`src/ssc_cfg.svh`:
```
// register offsets, field positions, reset values and timing counts
// assumes inclusion by bare name from the package, the checker and the bench
`ifndef SSC_CFG_SVH
`define SSC_CFG_SVH
// register offsets (byte addresses on the plain register port)
`define SSC_OFF_TRIG_UPPER   8'h0B
`define SSC_OFF_SAMPLER_CTRL 8'h0C
`define SSC_OFF_STATUS       8'h0F
`define SSC_OFF_CH1_CTRL     8'h10
`define SSC_OFF_EVT_STATUS   8'h30
`define SSC_OFF_EVT_CLEAR    8'h31
`define SSC_OFF_EVT_ENABLE   8'h32
`define SSC_OFF_CHIP_CTRL    8'h33
// sampler control fields
`define SSC_SMP_EN_BIT       7
`define SSC_SMP_MODE_BIT     6
`define SSC_SMP_GAIN_HI      5
`define SSC_SMP_GAIN_LO      4
`define SSC_SMP_TGT_HI       3
`define SSC_SMP_TGT_LO       2
`define SSC_SMP_PTR_HI       1
`define SSC_SMP_PTR_LO       0
// channel one fields
`define SSC_CH1_EN_BIT       7
`define SSC_CH1_SLEEP_BIT    5
`define SSC_CH1_COLOR_BIT    4
`define SSC_CH1_MASK         8'hB0
// status fields
`define SSC_ST_OUT_EN        5
`define SSC_ST_CHIP_EN       4
`define SSC_ST_CLK           3
`define SSC_ST_REF           2
`define SSC_ST_THERM         1
`define SSC_ST_PGOOD         0
// event bits
`define SSC_EV_SAMPLE_DONE   0
`define SSC_EV_TRIG_HIT      1
`define SSC_EV_THERM         2
`define SSC_EV_PGOOD_LOSS    3
`define SSC_EV_MASK          8'h0F
// chip control fields
`define SSC_CHIP_CE_BIT      0
`define SSC_CHIP_OUTEN_BIT   1
// reset values
`define SSC_RST_BYTE         8'h00
`define SSC_RST_PTR          10'h000
// sample timing: one conversion in ns
`define SSC_SAMPLE_NS        200
`define SSC_CLK_NS           50
`define SSC_SAMPLE_CYC       ((`SSC_SAMPLE_NS + `SSC_CLK_NS - 1) / `SSC_CLK_NS)
`endif

```
`src/ssc_pkg.sv`:
```
// types shared by the sampler status channel control modules
// assumes the constants header sits in the same folder
package ssc_pkg;
    `include "ssc_cfg.svh"
    typedef logic [7:0] ssc_byte_t;   // one register byte
    typedef logic [9:0] ssc_ptr_t;    // trigger pointer / sample value
    typedef enum logic [1:0] {
        SSC_GAIN_QUARTER,
        SSC_GAIN_HALF,
        SSC_GAIN_3QUARTER,
        SSC_GAIN_UNITY
    } ssc_gain_e;
    typedef enum logic [1:0] {
        SSC_TGT_AUX,
        SSC_TGT_CH1,
        SSC_TGT_CH2,
        SSC_TGT_CH3
    } ssc_target_e;
    typedef enum {
        SSC_SMP_IDLE,
        SSC_SMP_CONVERT
    } ssc_smp_state_e;
endpackage

```
`src/ssc_smp_if.sv`:
```
// carrier between the register bank and the sampler sequencer
// assumes both ends run on the same clock
`timescale 1ns/1ps
`default_nettype none
interface ssc_smp_if;
    import ssc_pkg::*;
    logic        enable;      // sampler enable bit
    logic        continuous;  // sampling mode bit
    ssc_ptr_t    trig_ptr;    // full trigger pointer
    logic        done;        // one sample finished, pulse
    logic        clear_en;    // single shot ends, clear enable, pulse
    logic        trig_hit;    // sample reached pointer, pulse
    logic        busy;        // conversion in progress
    logic        sample_req;  // start a conversion, pulse
    modport bank (output enable, continuous, trig_ptr,
                  input done, clear_en, trig_hit, busy, sample_req);
    modport seq  (input enable, continuous, trig_ptr,
                  output done, clear_en, trig_hit, busy, sample_req);
endinterface
`default_nettype wire

```
`src/ssc_regbank.sv`:
```
// Operation
// - sampler enable bit seven, reset cleared
// - mode set: sample continuously while enabled
// - mode clear: one sample, hardware clears enable
// - gain field bits five-four, default quarter
// - target field bits three-two, default auxiliary
// - compare ten-bit trigger pointer with sample
// - pointer low bits here, high bits upper
// - status five shows output converters enabled
// - status four: pin and register chip-on
// - status three shows internal clock running
// - status two: reference and bias operating
// - status one shows thermal trip exceeded
// - status zero shows supply in range
// - channel one needs enable, chip-on, global enable
// - bit five reduces bias on zero data
// - bit four enables channel one color
// - register chip-on enables chip, reset cleared
//
// register bank top: sampler control, status, channel one control
// assumes a single-cycle register port on clk, status pins asynchronous
`timescale 1ns/1ps
`default_nettype none
module ssc_regbank
    import ssc_pkg::*;
#(
    parameter int unsigned SAMPLE_CYC = `SSC_SAMPLE_CYC
) (
    input  wire logic       clk,
    input  wire logic       nrst,
    input  wire logic [7:0] addr,
    input  wire logic [7:0] wdata,
    input  wire logic       wr_stb,
    input  wire logic       rd_stb,
    output logic      [7:0] rdata,
    input  wire logic       chip_on_pin,
    input  wire logic       clk_running_pin,
    input  wire logic       ref_ok_pin,
    input  wire logic       bias_ok_pin,
    input  wire logic       therm_trip_pin,
    input  wire logic       pgood_pin,
    input  wire logic       sample_valid,
    input  wire logic [9:0] sample_value,
    output logic            sampler_on,
    output logic            sample_start,
    output logic      [1:0] sampler_gain,
    output logic      [1:0] sampler_target,
    output logic            channel_one_output_on,
    output logic            ch1_color_on,
    output logic            ch1_auto_sleep,
    output logic            chip_enabled,
    output logic            irq
);
    // register state
    ssc_byte_t smp_ctrl_reg;    // sampler control byte
    ssc_byte_t trig_upper_reg;  // upper trigger pointer bits
    ssc_byte_t ch1_ctrl_reg;    // channel one control byte
    logic      chip_ce_reg;     // register chip-on bit
    logic      outen_reg;       // global output converter enable
    ssc_byte_t evt_reg;         // sticky event bits
    ssc_byte_t evt_en_reg;      // event enables
    ssc_byte_t rdata_reg;       // read data, one cycle after strobe
    logic      therm_d_reg;     // delayed thermal level, edge find
    logic      pgood_d_reg;     // delayed supply level, edge find
    // output registers
    logic        sampler_on_reg, start_reg, ch1_on_reg, color_reg;
    logic        sleep_reg, chip_en_reg, irq_reg;
    logic [1:0]  gain_reg, target_reg;
    // synchronised status levels
    logic [5:0]  st_lvl;
    wire         chip_pin_s, clk_s, ref_s, bias_s, therm_s, pgood_s;
    ssc_smp_if smp ();
    // write decode
    wire wr_smp   = wr_stb && (addr == `SSC_OFF_SAMPLER_CTRL);
    wire wr_trig  = wr_stb && (addr == `SSC_OFF_TRIG_UPPER);
    wire wr_ch1   = wr_stb && (addr == `SSC_OFF_CH1_CTRL);
    wire wr_clr   = wr_stb && (addr == `SSC_OFF_EVT_CLEAR);
    wire wr_en    = wr_stb && (addr == `SSC_OFF_EVT_ENABLE);
    wire wr_chip  = wr_stb && (addr == `SSC_OFF_CHIP_CTRL);
    // status pins through the three-stage synchroniser
    ssc_status_sync #(
        .W      (6)
    ) u_sync (
        .clk    (clk),
        .nrst   (nrst),
        .pin_in ({chip_on_pin, clk_running_pin, ref_ok_pin,
                  bias_ok_pin, therm_trip_pin, pgood_pin}),
        .level  (st_lvl)
    );
    assign chip_pin_s = st_lvl[5];
    assign clk_s      = st_lvl[4];
    assign ref_s      = st_lvl[3];
    assign bias_s     = st_lvl[2];
    assign therm_s    = st_lvl[1];
    assign pgood_s    = st_lvl[0];
    // chip on when pin and register bit both set
    wire chip_on_w = chip_pin_s && chip_ce_reg;
    // output converters on only with chip on and global enable
    wire out_on_w  = chip_on_w && outen_reg;
    // live status byte, reserved top bits zero
    wire [7:0] status_w = {2'b00,
                           out_on_w,
                           chip_on_w,
                           clk_s,
                           ref_s && bias_s,
                           therm_s,
                           pgood_s};
    // sequencer sees the enable, mode and full pointer
    assign smp.enable     = smp_ctrl_reg[`SSC_SMP_EN_BIT];
    assign smp.continuous = smp_ctrl_reg[`SSC_SMP_MODE_BIT];
    assign smp.trig_ptr   = {trig_upper_reg,
                             smp_ctrl_reg[`SSC_SMP_PTR_HI:`SSC_SMP_PTR_LO]};
    ssc_sampler_seq #(
        .SAMPLE_CYC   (SAMPLE_CYC)
    ) u_seq (
        .clk          (clk),
        .nrst         (nrst),
        .smp          (smp),
        .sample_valid (sample_valid),
        .sample_value (sample_value)
    );
    // event sources: sample done, pointer hit, thermal rise, supply fall
    wire [7:0] evt_set_w = {4'h0,
                            pgood_d_reg && !pgood_s,
                            therm_s && !therm_d_reg,
                            smp.trig_hit,
                            smp.done};
    // set wins over a clear written in the same cycle
    wire [7:0] evt_next = ((evt_reg & ~(wr_clr ? wdata : 8'h00)) |
                           evt_set_w) & `SSC_EV_MASK;
    // sampler control next value; hardware clear of enable
    wire [7:0] smp_next = wr_smp ? wdata :
                          (smp.clear_en ?
                           (smp_ctrl_reg & ~(8'h01 << `SSC_SMP_EN_BIT))
                           : smp_ctrl_reg);
    // read mux, unmapped reads zero
    logic [7:0] rd_mux;
    always_comb begin
        unique case (addr)
            `SSC_OFF_SAMPLER_CTRL: rd_mux = smp_ctrl_reg;
            `SSC_OFF_TRIG_UPPER:   rd_mux = trig_upper_reg;
            `SSC_OFF_STATUS:       rd_mux = status_w;
            `SSC_OFF_CH1_CTRL:     rd_mux = ch1_ctrl_reg;
            `SSC_OFF_EVT_STATUS:   rd_mux = evt_reg;
            `SSC_OFF_EVT_ENABLE:   rd_mux = evt_en_reg;
            `SSC_OFF_CHIP_CTRL:    rd_mux = {6'h00, outen_reg, chip_ce_reg};
            default:               rd_mux = 8'h00;
        endcase
    end
    // software registers
    always_ff @(posedge clk) begin
        if (!nrst) begin
            smp_ctrl_reg   <= `SSC_RST_BYTE;   // enable cleared
            trig_upper_reg <= `SSC_RST_BYTE;
            ch1_ctrl_reg   <= `SSC_RST_BYTE;
            chip_ce_reg    <= 1'b0;
            outen_reg      <= 1'b0;
            evt_en_reg     <= `SSC_RST_BYTE;
        end else begin
            smp_ctrl_reg <= smp_next;
            if (wr_trig) begin
                trig_upper_reg <= wdata;
            end
            if (wr_ch1) begin
                ch1_ctrl_reg <= wdata & `SSC_CH1_MASK;
            end
            if (wr_chip) begin
                chip_ce_reg <= wdata[`SSC_CHIP_CE_BIT];
                outen_reg   <= wdata[`SSC_CHIP_OUTEN_BIT];
            end
            if (wr_en) begin
                evt_en_reg <= wdata & `SSC_EV_MASK;
            end
        end
    end
    // event flags, edge history and read data
    always_ff @(posedge clk) begin
        if (!nrst) begin
            evt_reg     <= `SSC_RST_BYTE;
            therm_d_reg <= 1'b0;
            pgood_d_reg <= 1'b0;
            rdata_reg   <= `SSC_RST_BYTE;
        end else begin
            evt_reg     <= evt_next;
            therm_d_reg <= therm_s;
            pgood_d_reg <= pgood_s;
            rdata_reg   <= rd_stb ? rd_mux : 8'h00;
        end
    end
    // registered outputs driving the analog controls
    always_ff @(posedge clk) begin
        if (!nrst) begin
            sampler_on_reg <= 1'b0;
            start_reg      <= 1'b0;
            gain_reg       <= 2'b00;
            target_reg     <= 2'b00;
            ch1_on_reg     <= 1'b0;
            color_reg      <= 1'b0;
            sleep_reg      <= 1'b0;
            chip_en_reg    <= 1'b0;
            irq_reg        <= 1'b0;
        end else begin
            sampler_on_reg <= smp.enable;
            start_reg      <= smp.sample_req;
            gain_reg   <= smp_ctrl_reg[`SSC_SMP_GAIN_HI:`SSC_SMP_GAIN_LO];
            target_reg <= smp_ctrl_reg[`SSC_SMP_TGT_HI:`SSC_SMP_TGT_LO];
            // gain and target codes pass straight through
            ch1_on_reg <= ch1_ctrl_reg[`SSC_CH1_EN_BIT] && out_on_w;
            color_reg  <= ch1_ctrl_reg[`SSC_CH1_COLOR_BIT];
            sleep_reg  <= ch1_ctrl_reg[`SSC_CH1_SLEEP_BIT];
            chip_en_reg <= chip_on_w;
            irq_reg     <= |(evt_next & evt_en_reg);
        end
    end
    assign rdata                 = rdata_reg;
    assign sampler_on            = sampler_on_reg;
    assign sample_start          = start_reg;
    assign sampler_gain          = gain_reg;
    assign sampler_target        = target_reg;
    assign channel_one_output_on = ch1_on_reg;
    assign ch1_color_on          = color_reg;
    assign ch1_auto_sleep        = sleep_reg;
    assign chip_enabled          = chip_en_reg;
    assign irq                   = irq_reg;
endmodule
`default_nettype wire

```
`src/ssc_sampler_seq.sv`:
```
// sampler sequencer: paces conversions and compares against the pointer
// assumes sample_value is valid with sample_valid on the same clock
`timescale 1ns/1ps
`default_nettype none
module ssc_sampler_seq
    import ssc_pkg::*;
#(
    parameter int unsigned SAMPLE_CYC = `SSC_SAMPLE_CYC
) (
    input  wire logic  clk,
    input  wire logic  nrst,
    ssc_smp_if.seq     smp,
    input  wire logic  sample_valid,
    input  wire logic [9:0] sample_value
);
    ssc_smp_state_e state_reg, state_next;   // sequencer state
    logic [15:0]    cnt_reg, cnt_next;       // conversion timeout
    logic           done_reg, hit_reg, clr_reg, req_reg;
    wire            finish;                  // conversion ends now
    wire            cnt_out;
    assign cnt_out = (cnt_reg == 16'(SAMPLE_CYC - 1));
    assign finish  = (state_reg == SSC_SMP_CONVERT) &&
                     (sample_valid || cnt_out);
    // next state: run while enabled, one sample then stop in single shot
    always_comb begin
        state_next = state_reg;
        cnt_next   = cnt_reg;
        unique case (state_reg)
            SSC_SMP_IDLE: begin
                cnt_next = 16'h0000;
                // a pending single-shot clear must not re-arm
                if (smp.enable && !clr_reg) begin
                    state_next = SSC_SMP_CONVERT;
                end
            end
            SSC_SMP_CONVERT: begin
                cnt_next = cnt_reg + 16'h0001;
                if (!smp.enable) begin  // sampler switched off
                    state_next = SSC_SMP_IDLE;
                end else if (finish) begin
                    cnt_next = 16'h0000;
                    // continuous keeps going, single shot returns
                    state_next = smp.continuous ? SSC_SMP_CONVERT
                                                : SSC_SMP_IDLE;
                end
            end
        endcase
    end
    // state and pulse registers
    always_ff @(posedge clk) begin
        if (!nrst) begin
            state_reg <= SSC_SMP_IDLE;
            cnt_reg   <= 16'h0000;
            done_reg  <= 1'b0;
            hit_reg   <= 1'b0;
            clr_reg   <= 1'b0;
            req_reg   <= 1'b0;
        end else begin
            state_reg <= state_next;
            cnt_reg   <= cnt_next;
            done_reg  <= finish && smp.enable;
            // compare sample against the trigger pointer
            hit_reg   <= finish && smp.enable && sample_valid &&
                         (sample_value >= smp.trig_ptr);
            // single shot: hardware clears the enable
            clr_reg   <= finish && smp.enable && !smp.continuous;
            req_reg   <= (state_next == SSC_SMP_CONVERT) &&
                         (state_reg == SSC_SMP_IDLE || finish);
        end
    end
    assign smp.done       = done_reg;
    assign smp.trig_hit   = hit_reg;
    assign smp.clear_en   = clr_reg;
    assign smp.sample_req = req_reg;
    assign smp.busy       = (state_reg == SSC_SMP_CONVERT);
endmodule
`default_nettype wire

```
`src/ssc_status_sync.sv`:
```
// three-stage synchroniser for the status pins
// assumes the pins are asynchronous levels
`timescale 1ns/1ps
`default_nettype none
module ssc_status_sync #(
    parameter int unsigned W = 5
) (
    input  wire logic         clk,
    input  wire logic         nrst,
    input  wire logic [W-1:0] pin_in,
    output logic      [W-1:0] level
);
    logic [W-1:0] s1_reg, s2_reg, s3_reg;  // flip-flop chain
    logic [W-1:0] level_reg;               // filtered level
    // change counts once stages two and three agree
    genvar i;
    generate
        for (i = 0; i < W; i++) begin : g_bit
            always_ff @(posedge clk) begin
                if (!nrst) begin
                    s1_reg[i]    <= 1'b0;
                    s2_reg[i]    <= 1'b0;
                    s3_reg[i]    <= 1'b0;
                    level_reg[i] <= 1'b0;
                end else begin
                    s1_reg[i] <= pin_in[i];
                    s2_reg[i] <= s1_reg[i];
                    s3_reg[i] <= s2_reg[i];
                    if (s2_reg[i] == s3_reg[i]) begin
                        level_reg[i] <= s3_reg[i];
                    end
                end
            end
        end
    endgenerate
    assign level = level_reg;
endmodule
`default_nettype wire
```
`config.mk`:
```
export PLATFORM = sky130hd
export DESIGN_NAME = ssc_regbank
export DESIGN_NICKNAME = d
export VERILOG_FILES = /design/src/ssc_pkg.sv /design/src/ssc_smp_if.sv /design/src/ssc_regbank.sv /design/src/ssc_sampler_seq.sv /design/src/ssc_status_sync.sv
export VERILOG_INCLUDE_DIRS = /design/src
export SDC_FILE = /design/constraint.sdc
export NUM_CORES = 1
export LEC_CHECK = 0
export ABC_AREA = 0
export BUFFER_PORTS_ARGS = -buffer_cell sky130_fd_sc_hd__buf_2
export CAP_MARGIN = 20
export CELL_PAD_IN_SITES_DETAIL_PLACEMENT = 0
export CELL_PAD_IN_SITES_GLOBAL_PLACEMENT = 1
export CORE_MARGIN = 10
export CORE_UTILIZATION = 48
export DETAILED_ROUTE_END_ITERATION = 7
export GPL_TIMING_DRIVEN = 0
export PLACE_DENSITY = 0.85
export SLEW_MARGIN = 0
export SYNTH_ARGS = -nofsm -noshare
export SYNTH_HDL_FRONTEND = slang
export SYNTH_SLANG_ARGS = --single-unit
```
`constraint.sdc`:
```
create_clock -name clk -period 3.7 [get_ports clk]
set_input_delay 0.37 -clock clk [delete_from_list [all_inputs] [get_ports clk]]
set_output_delay 0.37 -clock clk [all_outputs]
set_load 0.05 [all_outputs]
```
==> results of run 1 <==
==> report_power, final <==
group	total, mW	leakage [nW]	internal (mW)	switching, mW
Sequential	1.37	1.02	1.37	0.00314
Combinational	0.0906	1.08	0.0357	0.0550
Clock	1.73	0.291	1.16	0.579
==> Yosys cell counts (5+ instances only) <==
cell type / instances / area [um2]
mux2i_1: 13 / 130.1
nor4_1: 12 / 75.07
xnor2_1: 6 / 52.55
xor2_1: 8 / 70.07
dfxtp_1: 126 / 2522
a21oi_1: 11 / 55.05
nor2b_1: 13 / 81.33
a21boi_0: 17 / 127.6
nand4_1: 5 / 31.28
clkbuf_1: 18 / 67.56
ha_1: 11 / 137.6
nand2_1: 39 / 146.4
o21ai_0: 25 / 125.1
and2_1: 28 / 175.2
nor3_1: 9 / 45.04
and3_1: 37 / 231.5
nand3_1: 31 / 155.2
nor2_1: 28 / 105.1
inv_1: 16 / 60.06
==> per-layer routing <==
metal / part of all wire / up-vias / global-route usage
met1: 0.47 / 1708 / 0.2101
li1: - / 1887 / -
met2: 0.45 / 100 / 0.2428
met4: 0.013 / 0 / 0.05882
met3: 0.072 / 14 / 0.05579
met5: 0 / - / 0
==> cell type report <==
class                      instances  area [um2]  area share
sequential                       126        2522      0.4328
multi-input combinational        331        2078      0.3566
clock buffer                      20       425.4     0.07299
timing repair buffer              55       275.3     0.04723
clock inverter                    11       191.4     0.03285
tap                              133       166.4     0.02855
buffer                            23       108.9     0.01868
inverter                          16       60.06     0.01030
==> critical path, stage by stage (launching register included) <==
cell and delay [ns]:
dfxtp_1 0.32, nor4_1 0.45, nand3_1 0.16, nor4_1 0.28
nand2b_1 0.22, clkbuf_1 0.33, and3_1 0.22
==> through the flow <==
stage,instances,util
global placement,684,0.5356
floorplan,496,-
detailed placement,684,0.5356
finish,715,0.5990
global route,715,0.5990
CTS,715,0.5990
==> worst paths after layout <==
check | from | endpoint | cells past startpoint | slack [ns]
setup / recovery | u_seq.state_reg[26] | u_seq.state_reg[4] | 6 | 1.66
hold / removal | therm_trip_pin | u_sync.s1_reg[1] | 2 | 0.06
hold reg to reg | u_sync.s1_reg[1] | u_sync.s2_reg[1] | 1 | 0.43
setup reg to reg | u_seq.state_reg[26] | u_seq.state_reg[4] | 6 | 1.66
==> cells by family (layout without fill, tap and decap cells) <==
family          count (synthesis)  after routing  synth area share
mux                            13             13           0.02728
flops                         126            126            0.5289
compound gates                 76             76            0.1065
buf+inv                        39            125           0.03541
xor+xnor                       14             14           0.02571
simple gates                  217            217            0.2474
fa+ha+maj                      11             11           0.02886
==> impl_metrics.tcl, run 1 <==
set metrics [dict create \
    min_period_over_period 0.5510 \
    holdWs_ns 0.06291 \
    insertedDiodeCount 0 \
    end_kind "flip-flop" \
    synth_fp_nets 544 \
    ys_ff_latch 126 \
    final_area_um2 5828 \
    nets 618 \
    drive_gt1_frac 0.1649 \
    status "complete, no violations" \
    routedWlPerCell_um 15.50 \
    antenna_found_initial 0 \
    worst_pin_slew_ns 0.7147 \
    final_cell_mix "dfxtp_1 (126), buf_2 (58), nand2_1 (39), and3_1 (37), nand3_1 (31)" \
    cts_tree "built" \
    path_class "reg2reg" \
    area_growth_pct 22.19 \
    vias_per_cell 5.187 \
    hold_class "in2reg" \
    grt_pass1_vias 3802 \
    worst_slack_ns 1.661 \
    ys_types 47 \
    num_rows 36 \
    grt_pass1_wl_mm 18.91 \
    die_x_um 119.7 \
    grt_max_degree 17 \
    routabilityCongestion 0.8093 \
    drt_iter0_markers 352 \
    final-hold-violation-count 0 \
    finalSetupViolCount 0 \
    cp_max_fo 10 \
    cts_setup_buffers 0 \
    min_period_ns 2.039 \
    synth_edf_count 0 \
    slew_viol_final 0 \
    ir_worst_vdd_uv 294.7 \
    async_reset_ff_frac 0 \
    finalPower_mw 3.194 \
    grt-ovfl-total 0 \
    setup_tns_ns 0 \
    drc 0 \
    numCtsBuffers 17 \
    syn-cell-area_um2 4770 \
    hold_buffers 0 \
    io_pins 56 \
    synth_ff_type "dfxtp_1" \
    largest_reg_flops 32 \
    crit_required_ns 4.15 \
    clkTransAtPathRegs_ns 0.06 \
    clock-sinks 126 \
    wirelength_mm 11.09 \
    finalClockSkew_ns 0.006307 \
    die_h_um 119.7 \
    ys_warn_count 0 \
    p_leak_nw 2.387 \
    die-area_um2 14320 \
    synth_cells 496 \
    dp_worst_setup_slack_ns 1.323 \
    final_common_cell "dfxtp_1" \
    clock_path_buffers 2 \
    rsz0062_at_grt "no" \
    clock-root-buffer "clkbuf_8" \
    cp-start-kind "flip-flop" \
    detailed_place_hpwl_mm 8.166 \
    clock_latency_ns 0.51 \
    port_buffers 55 \
    syn_avg_cell_area_um2 9.616 \
    drv_cap 0 \
    seq_area_frac_synth 0.5289 \
    nFillCells 892 \
    max_freq_mhz 490.5 \
    cts_htree_levels 4 \
    initial_core_util 0.4902 \
    vias 3709 \
    core_um2 9729 \
    powerDensity_nw_per_um2 548.1 \
    grt_usage 0.1615 \
    dr.pass1.iters 5 \
    postRouteAntennaNets 0 \
    arrival_ns 2.49 \
    max_slew_margin 0.5199 \
    placed_cell_area_um2 5211 \
    cts_resized 0 \
]
Note: power is estimated with default switching activity, not from simulation.
==> inputs of run 2 (changes only) <==
CORE_UTILIZATION = 44   (was 48)
PLACE_DENSITY = 0.79   (was 0.85)
clock period = 1.9 ns   (was 3.7 ns; I/O delays follow)
==> run 2 against run 1 <==
Compared with the run above:
- the flow now finishes with violations (setup timing)
- final area increased by 6.7%
- first-iteration DRC count decreased by 2.0%
- global-route usage decreased by 0.55 points
- non-clock buffer count increased by 20
- flip-flop and latch count unchanged
- critical endpoint is now u_seq.cnt_reg[0]
- highest routed layer unchanged
==> impl_metrics.tcl, run 2 (synthesis gave the netlist of run 1 again) <==
set metrics [dict create \
    die_x_um 124.1 \
    crit_path_top_delay_cell "or4_4" \
    post-place-cells 687 \
    max_slew_margin 0.6160 \
    final_common_cell "dfxtp_1" \
    clock-root-buffer "clkbuf_8" \
    cp_max_fo 7 \
    finalClockSkew_ns 0.01668 \
    crit_chain "or4_4 > or4_4 > nand2b_4 > clkbuf_16 > nor2_1" \
    detailed_place_hpwl_mm 8.218 \
    ir_worst_vdd_uv 650.6 \
    violations "setup timing" \
    final_area_um2 6216 \
    rsz0062_at_grt "yes" \
    drc 0 \
    final-hold-violation-count 0 \
    core_um2 10460 \
    clock_latency_ns 0.52 \
    clock_path_buffers 2 \
    drive_gt1_frac 0.2222 \
    grt_usage 0.1560 \
    port_buffers 55 \
    hold_class "in2reg" \
    crit_required_ns 2.36 \
    die_h_um 124.1 \
    nets 638 \
    arrival_ns 2.36 \
    dr.pass1.iters 5 \
    nFillCells 915 \
    clkTransAtPathRegs_ns 0.06 \
    io_pins 56 \
    clock-sinks 126 \
    drv_cap 0 \
    final_cell_mix "dfxtp_1 (122), buf_2 (58), nand2_1 (39), and3_1 (37), nand3_1 (31)" \
    area_growth_pct 30.33 \
    min_period_ns 1.903 \
    grt-ovfl-total 0 \
    initial_core_util 0.4559 \
    path_class "reg2reg" \
    routabilityCongestion 0.8245 \
    finalSetupViolCount 2 \
    end_kind "flip-flop" \
    grt_pass1_vias 3845 \
    cp-start-kind "flip-flop" \
    status "finished, violations left" \
    worstHoldPathCells 3 \
    instances_no_fill 739 \
    grt_max_degree 17 \
    cpPeakStageDelay_ns 0.55 \
    vias 3873 \
    numCtsBuffers 17 \
    crit_path_frequent_cell "or4_4" \
    powerDensity_nw_per_um2 1009 \
    routedWlPerCell_um 16.05 \
    worst_slack_ns -0.003040 \
    r2r_cells 5 \
    max_freq_mhz 525.5 \
    wirelength_mm 11.86 \
    placed_cell_area_um2 5215 \
    insertedDiodeCount 0 \
    die-area_um2 15400 \
    largest_reg_flops 32 \
    num_rows 37 \
    slew_viol_final 0 \
    antenna_found_initial 0 \
    r2r_slack_ns -0.003 \
    min_period_over_period 1.002 \
    grt_pass1_wl_mm 18.98 \
    cts_htree_levels 4 \
    cts_tree "built" \
    worst_pin_slew_ns 0.5748 \
    drt_iter0_markers 345 \
    vias_per_cell 5.241 \
    postRouteAntennaNets 0 \
    p_leak_nw 2.525 \
]
## run 2: changes by cell type in the layout (fill, tap and decap cells not counted), sizes merged
cell         change
buf              +3
bufinv           -1
clkbuf           -1
clkinvlp         -1
dlygate4sd3     +16
inv              +5
## run 2: metal layers
layer / routed length (um) / GRT usage / vias to the layer above
met5: 0 / 0 / -
met4: 133 / 0.05468 / 0
met3: 742 / 0.04932 / 11
met2: 5340 / 0.2335 / 114
met1: 5641 / 0.2073 / 1821
li1: - / - / 1927
## run 2: final timing paths
check | from | end
hold reg to reg | u_sync.s1_reg[1] | u_sync.s2_reg[1]
setup reg to reg | u_seq.state_reg[1] | u_seq.cnt_reg[0]
setup / recovery | u_seq.state_reg[1] | u_seq.cnt_reg[0]
hold / removal | wr_stb | smp_ctrl_reg[0]
## run 2: timing repair
action	CTS	global route
pin swaps	1	8
buffers inserted	2	2
hold endpoints to repair	29	0
hold buffers	16	0
setup endpoints to repair	47	48
resized for setup	8	40
cloned	0	1
## run 2: critical path, delay by kind of cell (launching register included)
| family | cells | cell delay, ns |
|---|---|---|
| buffers and inverters | 1 | 0.18 |
| DFF | 1 | 0.32 |
| and+or+nand+nor | 4 | 1.33 |
## run 2: power by group
part	leakage [nW]	internal, mW	switching, mW	total [mW]
clock network	0.297	2.16	1.25	3.40
registers	1.02	2.66	0.00613	2.67
logic	1.21	0.0915	0.115	0.207
total	2.53	4.91	1.37	6.27
## run 2: through the flow
step	setup TNS, ns	hold slack, ns	setup WS (ns)	util	power (mW)
after global routing	-2.629	0.06757	-0.08989	0.5941	6.482
after floorplan	0	0.3173	0.01704	-	2.807
after global placement	-8.295	0.3977	-0.3191	0.4984	2.897
final	-0.005141	0.05650	-0.003040	0.5941	6.274
after CTS	-0.02154	0.03061	-0.009617	0.5758	6.315
after detailed placement	-10.35	0.3990	-0.3495	0.4984	2.899
## run 2: final cells by class
type / count / area (um2) / share of cell area
Buffer: 22 / 108.9 / 0.01751
Tap cell: 136 / 170.2 / 0.02738
Clock inverter: 14 / 205.2 / 0.03301
Timing Repair Buffer: 76 / 494.2 / 0.07951
Sequential cell: 126 / 2527 / 0.4066
Multi-Input combinational cell: 331 / 2232 / 0.3591
Inverter: 16 / 60.06 / 0.009662
Clock buffer: 18 / 417.9 / 0.06723
==> inputs of run 3 (changes only) <==
CELL_PAD_IN_SITES_DETAIL_PLACEMENT = not set   (was 0)
CELL_PAD_IN_SITES_GLOBAL_PLACEMENT = not set   (was 1)
CORE_UTILIZATION = 57   (was 44)
==> run 3 against run 2 <==
Compared with the run above:
- the run still ends with setup timing left
- die area down 19%
- via count up 4.2%
- non-clock buffer count up 2
- clock power down 2%
- final area down 0.79%
- sequential share of layout area up 0.30 points
- largest power group unchanged
- highest routed layer unchanged
==> impl_metrics.tcl, run 3 (synthesis gave the netlist of run 1 again) <==
set metrics [dict create \
    arrival_ns 2.37 \
    worst_slack_ns -0.01724 \
    largest_reg_flops 32 \
    drive_gt1_frac 0.2231 \
    die_h_um 111.5 \
    worst_pin_slew_ns 0.7480 \
    die-area_um2 12430 \
    routabilityCongestion 0.8935 \
    rsz0062_at_grt "yes" \
    violations "setup timing" \
    drv_cap 0 \
    vias_per_cell 5.685 \
    min_period_over_period 1.009 \
    drc 0 \
    crit_required_ns 2.35 \
    use_met1 0.2234 \
    powerDensity_nw_per_um2 1005 \
    max_freq_mhz 521.6 \
    finalPower_mw 6.199 \
    cts_htree_levels 4 \
    num_rows 33 \
    final_common_cell "dfxtp_1" \
    vias 4036 \
    core_um2 8175 \
    grt_usage 0.1840 \
    slew_viol_final 0 \
    clkTransAtPathRegs_ns 0.06 \
    insertedDiodeCount 0 \
    path_class "reg2reg" \
    final_area_um2 6167 \
    grt_pass1_wl_mm 19.06 \
    antenna_found_initial 0 \
    grt.met2_usage 0.3083 \
    numCtsBuffers 17 \
    clock_latency_ns 0.52 \
    p_leak_nw 2.521 \
    top_usage_layer "met2" \
    end_kind "flip-flop" \
    drt_iter0_markers 259 \
    die_x_um 111.5 \
    detailed_place_hpwl_mm 7.887 \
    placed_cell_area_um2 5176 \
    initial_core_util 0.5834 \
    dr.pass1.iters 5 \
    max_slew_margin 0.4975 \
    use_met3 0.04777 \
    grt-ovfl-total 0 \
    grt_pass1_vias 3899 \
    wirelength_mm 12.28 \
    postRouteAntennaNets 0 \
    nets 640 \
    ir_worst_vdd_uv 629.0 \
    hold_class "in2reg" \
    cp-start-kind "flip-flop" \
    cp_max_fo 5 \
    status "finished, violations left" \
    port_buffers 55 \
    area_growth_pct 29.30 \
    r2r_slack_ns -0.02 \
    min_period_ns 1.917 \
    finalSetupViolCount 2 \
    clock-root-buffer "clkbuf_8" \
    io_pins 56 \
    final-hold-violation-count 0 \
    finalClockSkew_ns 0.006166 \
    final_cell_mix "dfxtp_1 (123), buf_2 (58), nand2_1 (39), and3_1 (37), nand3_1 (31)" \
    grt_max_degree 17 \
    clock-sinks 126 \
    clock_path_buffers 2 \
    nFillCells 562 \
    routedWlPerCell_um 17.30 \
    cts_tree "built" \
]
-- run 3: metrics by stage --
stage / instances / util / hold slack (ns) / setup slack (ns) / TNS (ns)
6_report: 710 / 0.7544 / 0.03842 / -0.01724 / -0.02355
3_3_place_gp: 656 / 0.6332 / 0.3965 / -0.2019 / -4.813
2_1_floorplan: 496 / - / 0.3173 / 0.01704 / 0
3_5_place_dp: 656 / 0.6332 / 0.4009 / -0.2391 / -6.841
4_1_cts: 706 / 0.7368 / 0.02596 / 0.003300 / 0
5_1_grt: 710 / 0.7544 / 0.05998 / -0.05565 / -0.5511
-- run 3: power by group --
| part | internal, mW | switching, mW |
|---|---|---|
| Combinational | 0.0934 | 0.115 |
| Clock | 2.19 | 1.13 |
| Sequential | 2.66 | 0.00631 |
| Total | 4.94 | 1.25 |
-- run 3: layout make-up --
cell class                      instances  area, um2  share of cell area
Tap cell                              105      131.4             0.02130
Buffer                                 22      103.9             0.01684
Sequential cell                       126       2526              0.4096
Clock buffer                           21      449.2             0.07283
Timing Repair Buffer                   78      511.7             0.08298
Clock inverter                         11      163.9             0.02658
Inverter                               16      60.06            0.009738
Multi-Input combinational cell        331       2221              0.3601
-- run 3: critical path, stage by stage, from the launching register on --
cell      delay (ns)
dfxtp_2         0.32
or4_4           0.55
or4_4           0.54
nand2b_4        0.21
buf_8           0.16
nor2_4          0.09
-- run 3: final timing paths --
path                                           from           endpoint  depth (start not counted)
worst min register to register     u_sync.s1_reg[1]   u_sync.s2_reg[1]                          1
worst max register to register  u_seq.state_reg[15]  u_seq.cnt_reg[15]                          5
worst max-delay path            u_seq.state_reg[15]  u_seq.cnt_reg[15]                          5
worst min-delay path                         wr_stb    smp_ctrl_reg[0]                          3
-- run 3: repair_timing --
action | 4_1_cts | 5_1_grt
setup endpoints to repair | 47 | 51
buffers inserted | 2 | 4
gates resized for setup | 14 | 28
endpoints found under the hold margin | 30 | 0
pin swaps | 17 | 6
hold buffers | 16 | 0
cloned | 1 | 0
-- run 3: metal layers --
layer / share of wire / up-vias
met5: 0 / -
met4: 0.016 / 0
met1: 0.42 / 1932
li1: - / 1932
met2: 0.50 / 148
met3: 0.061 / 24
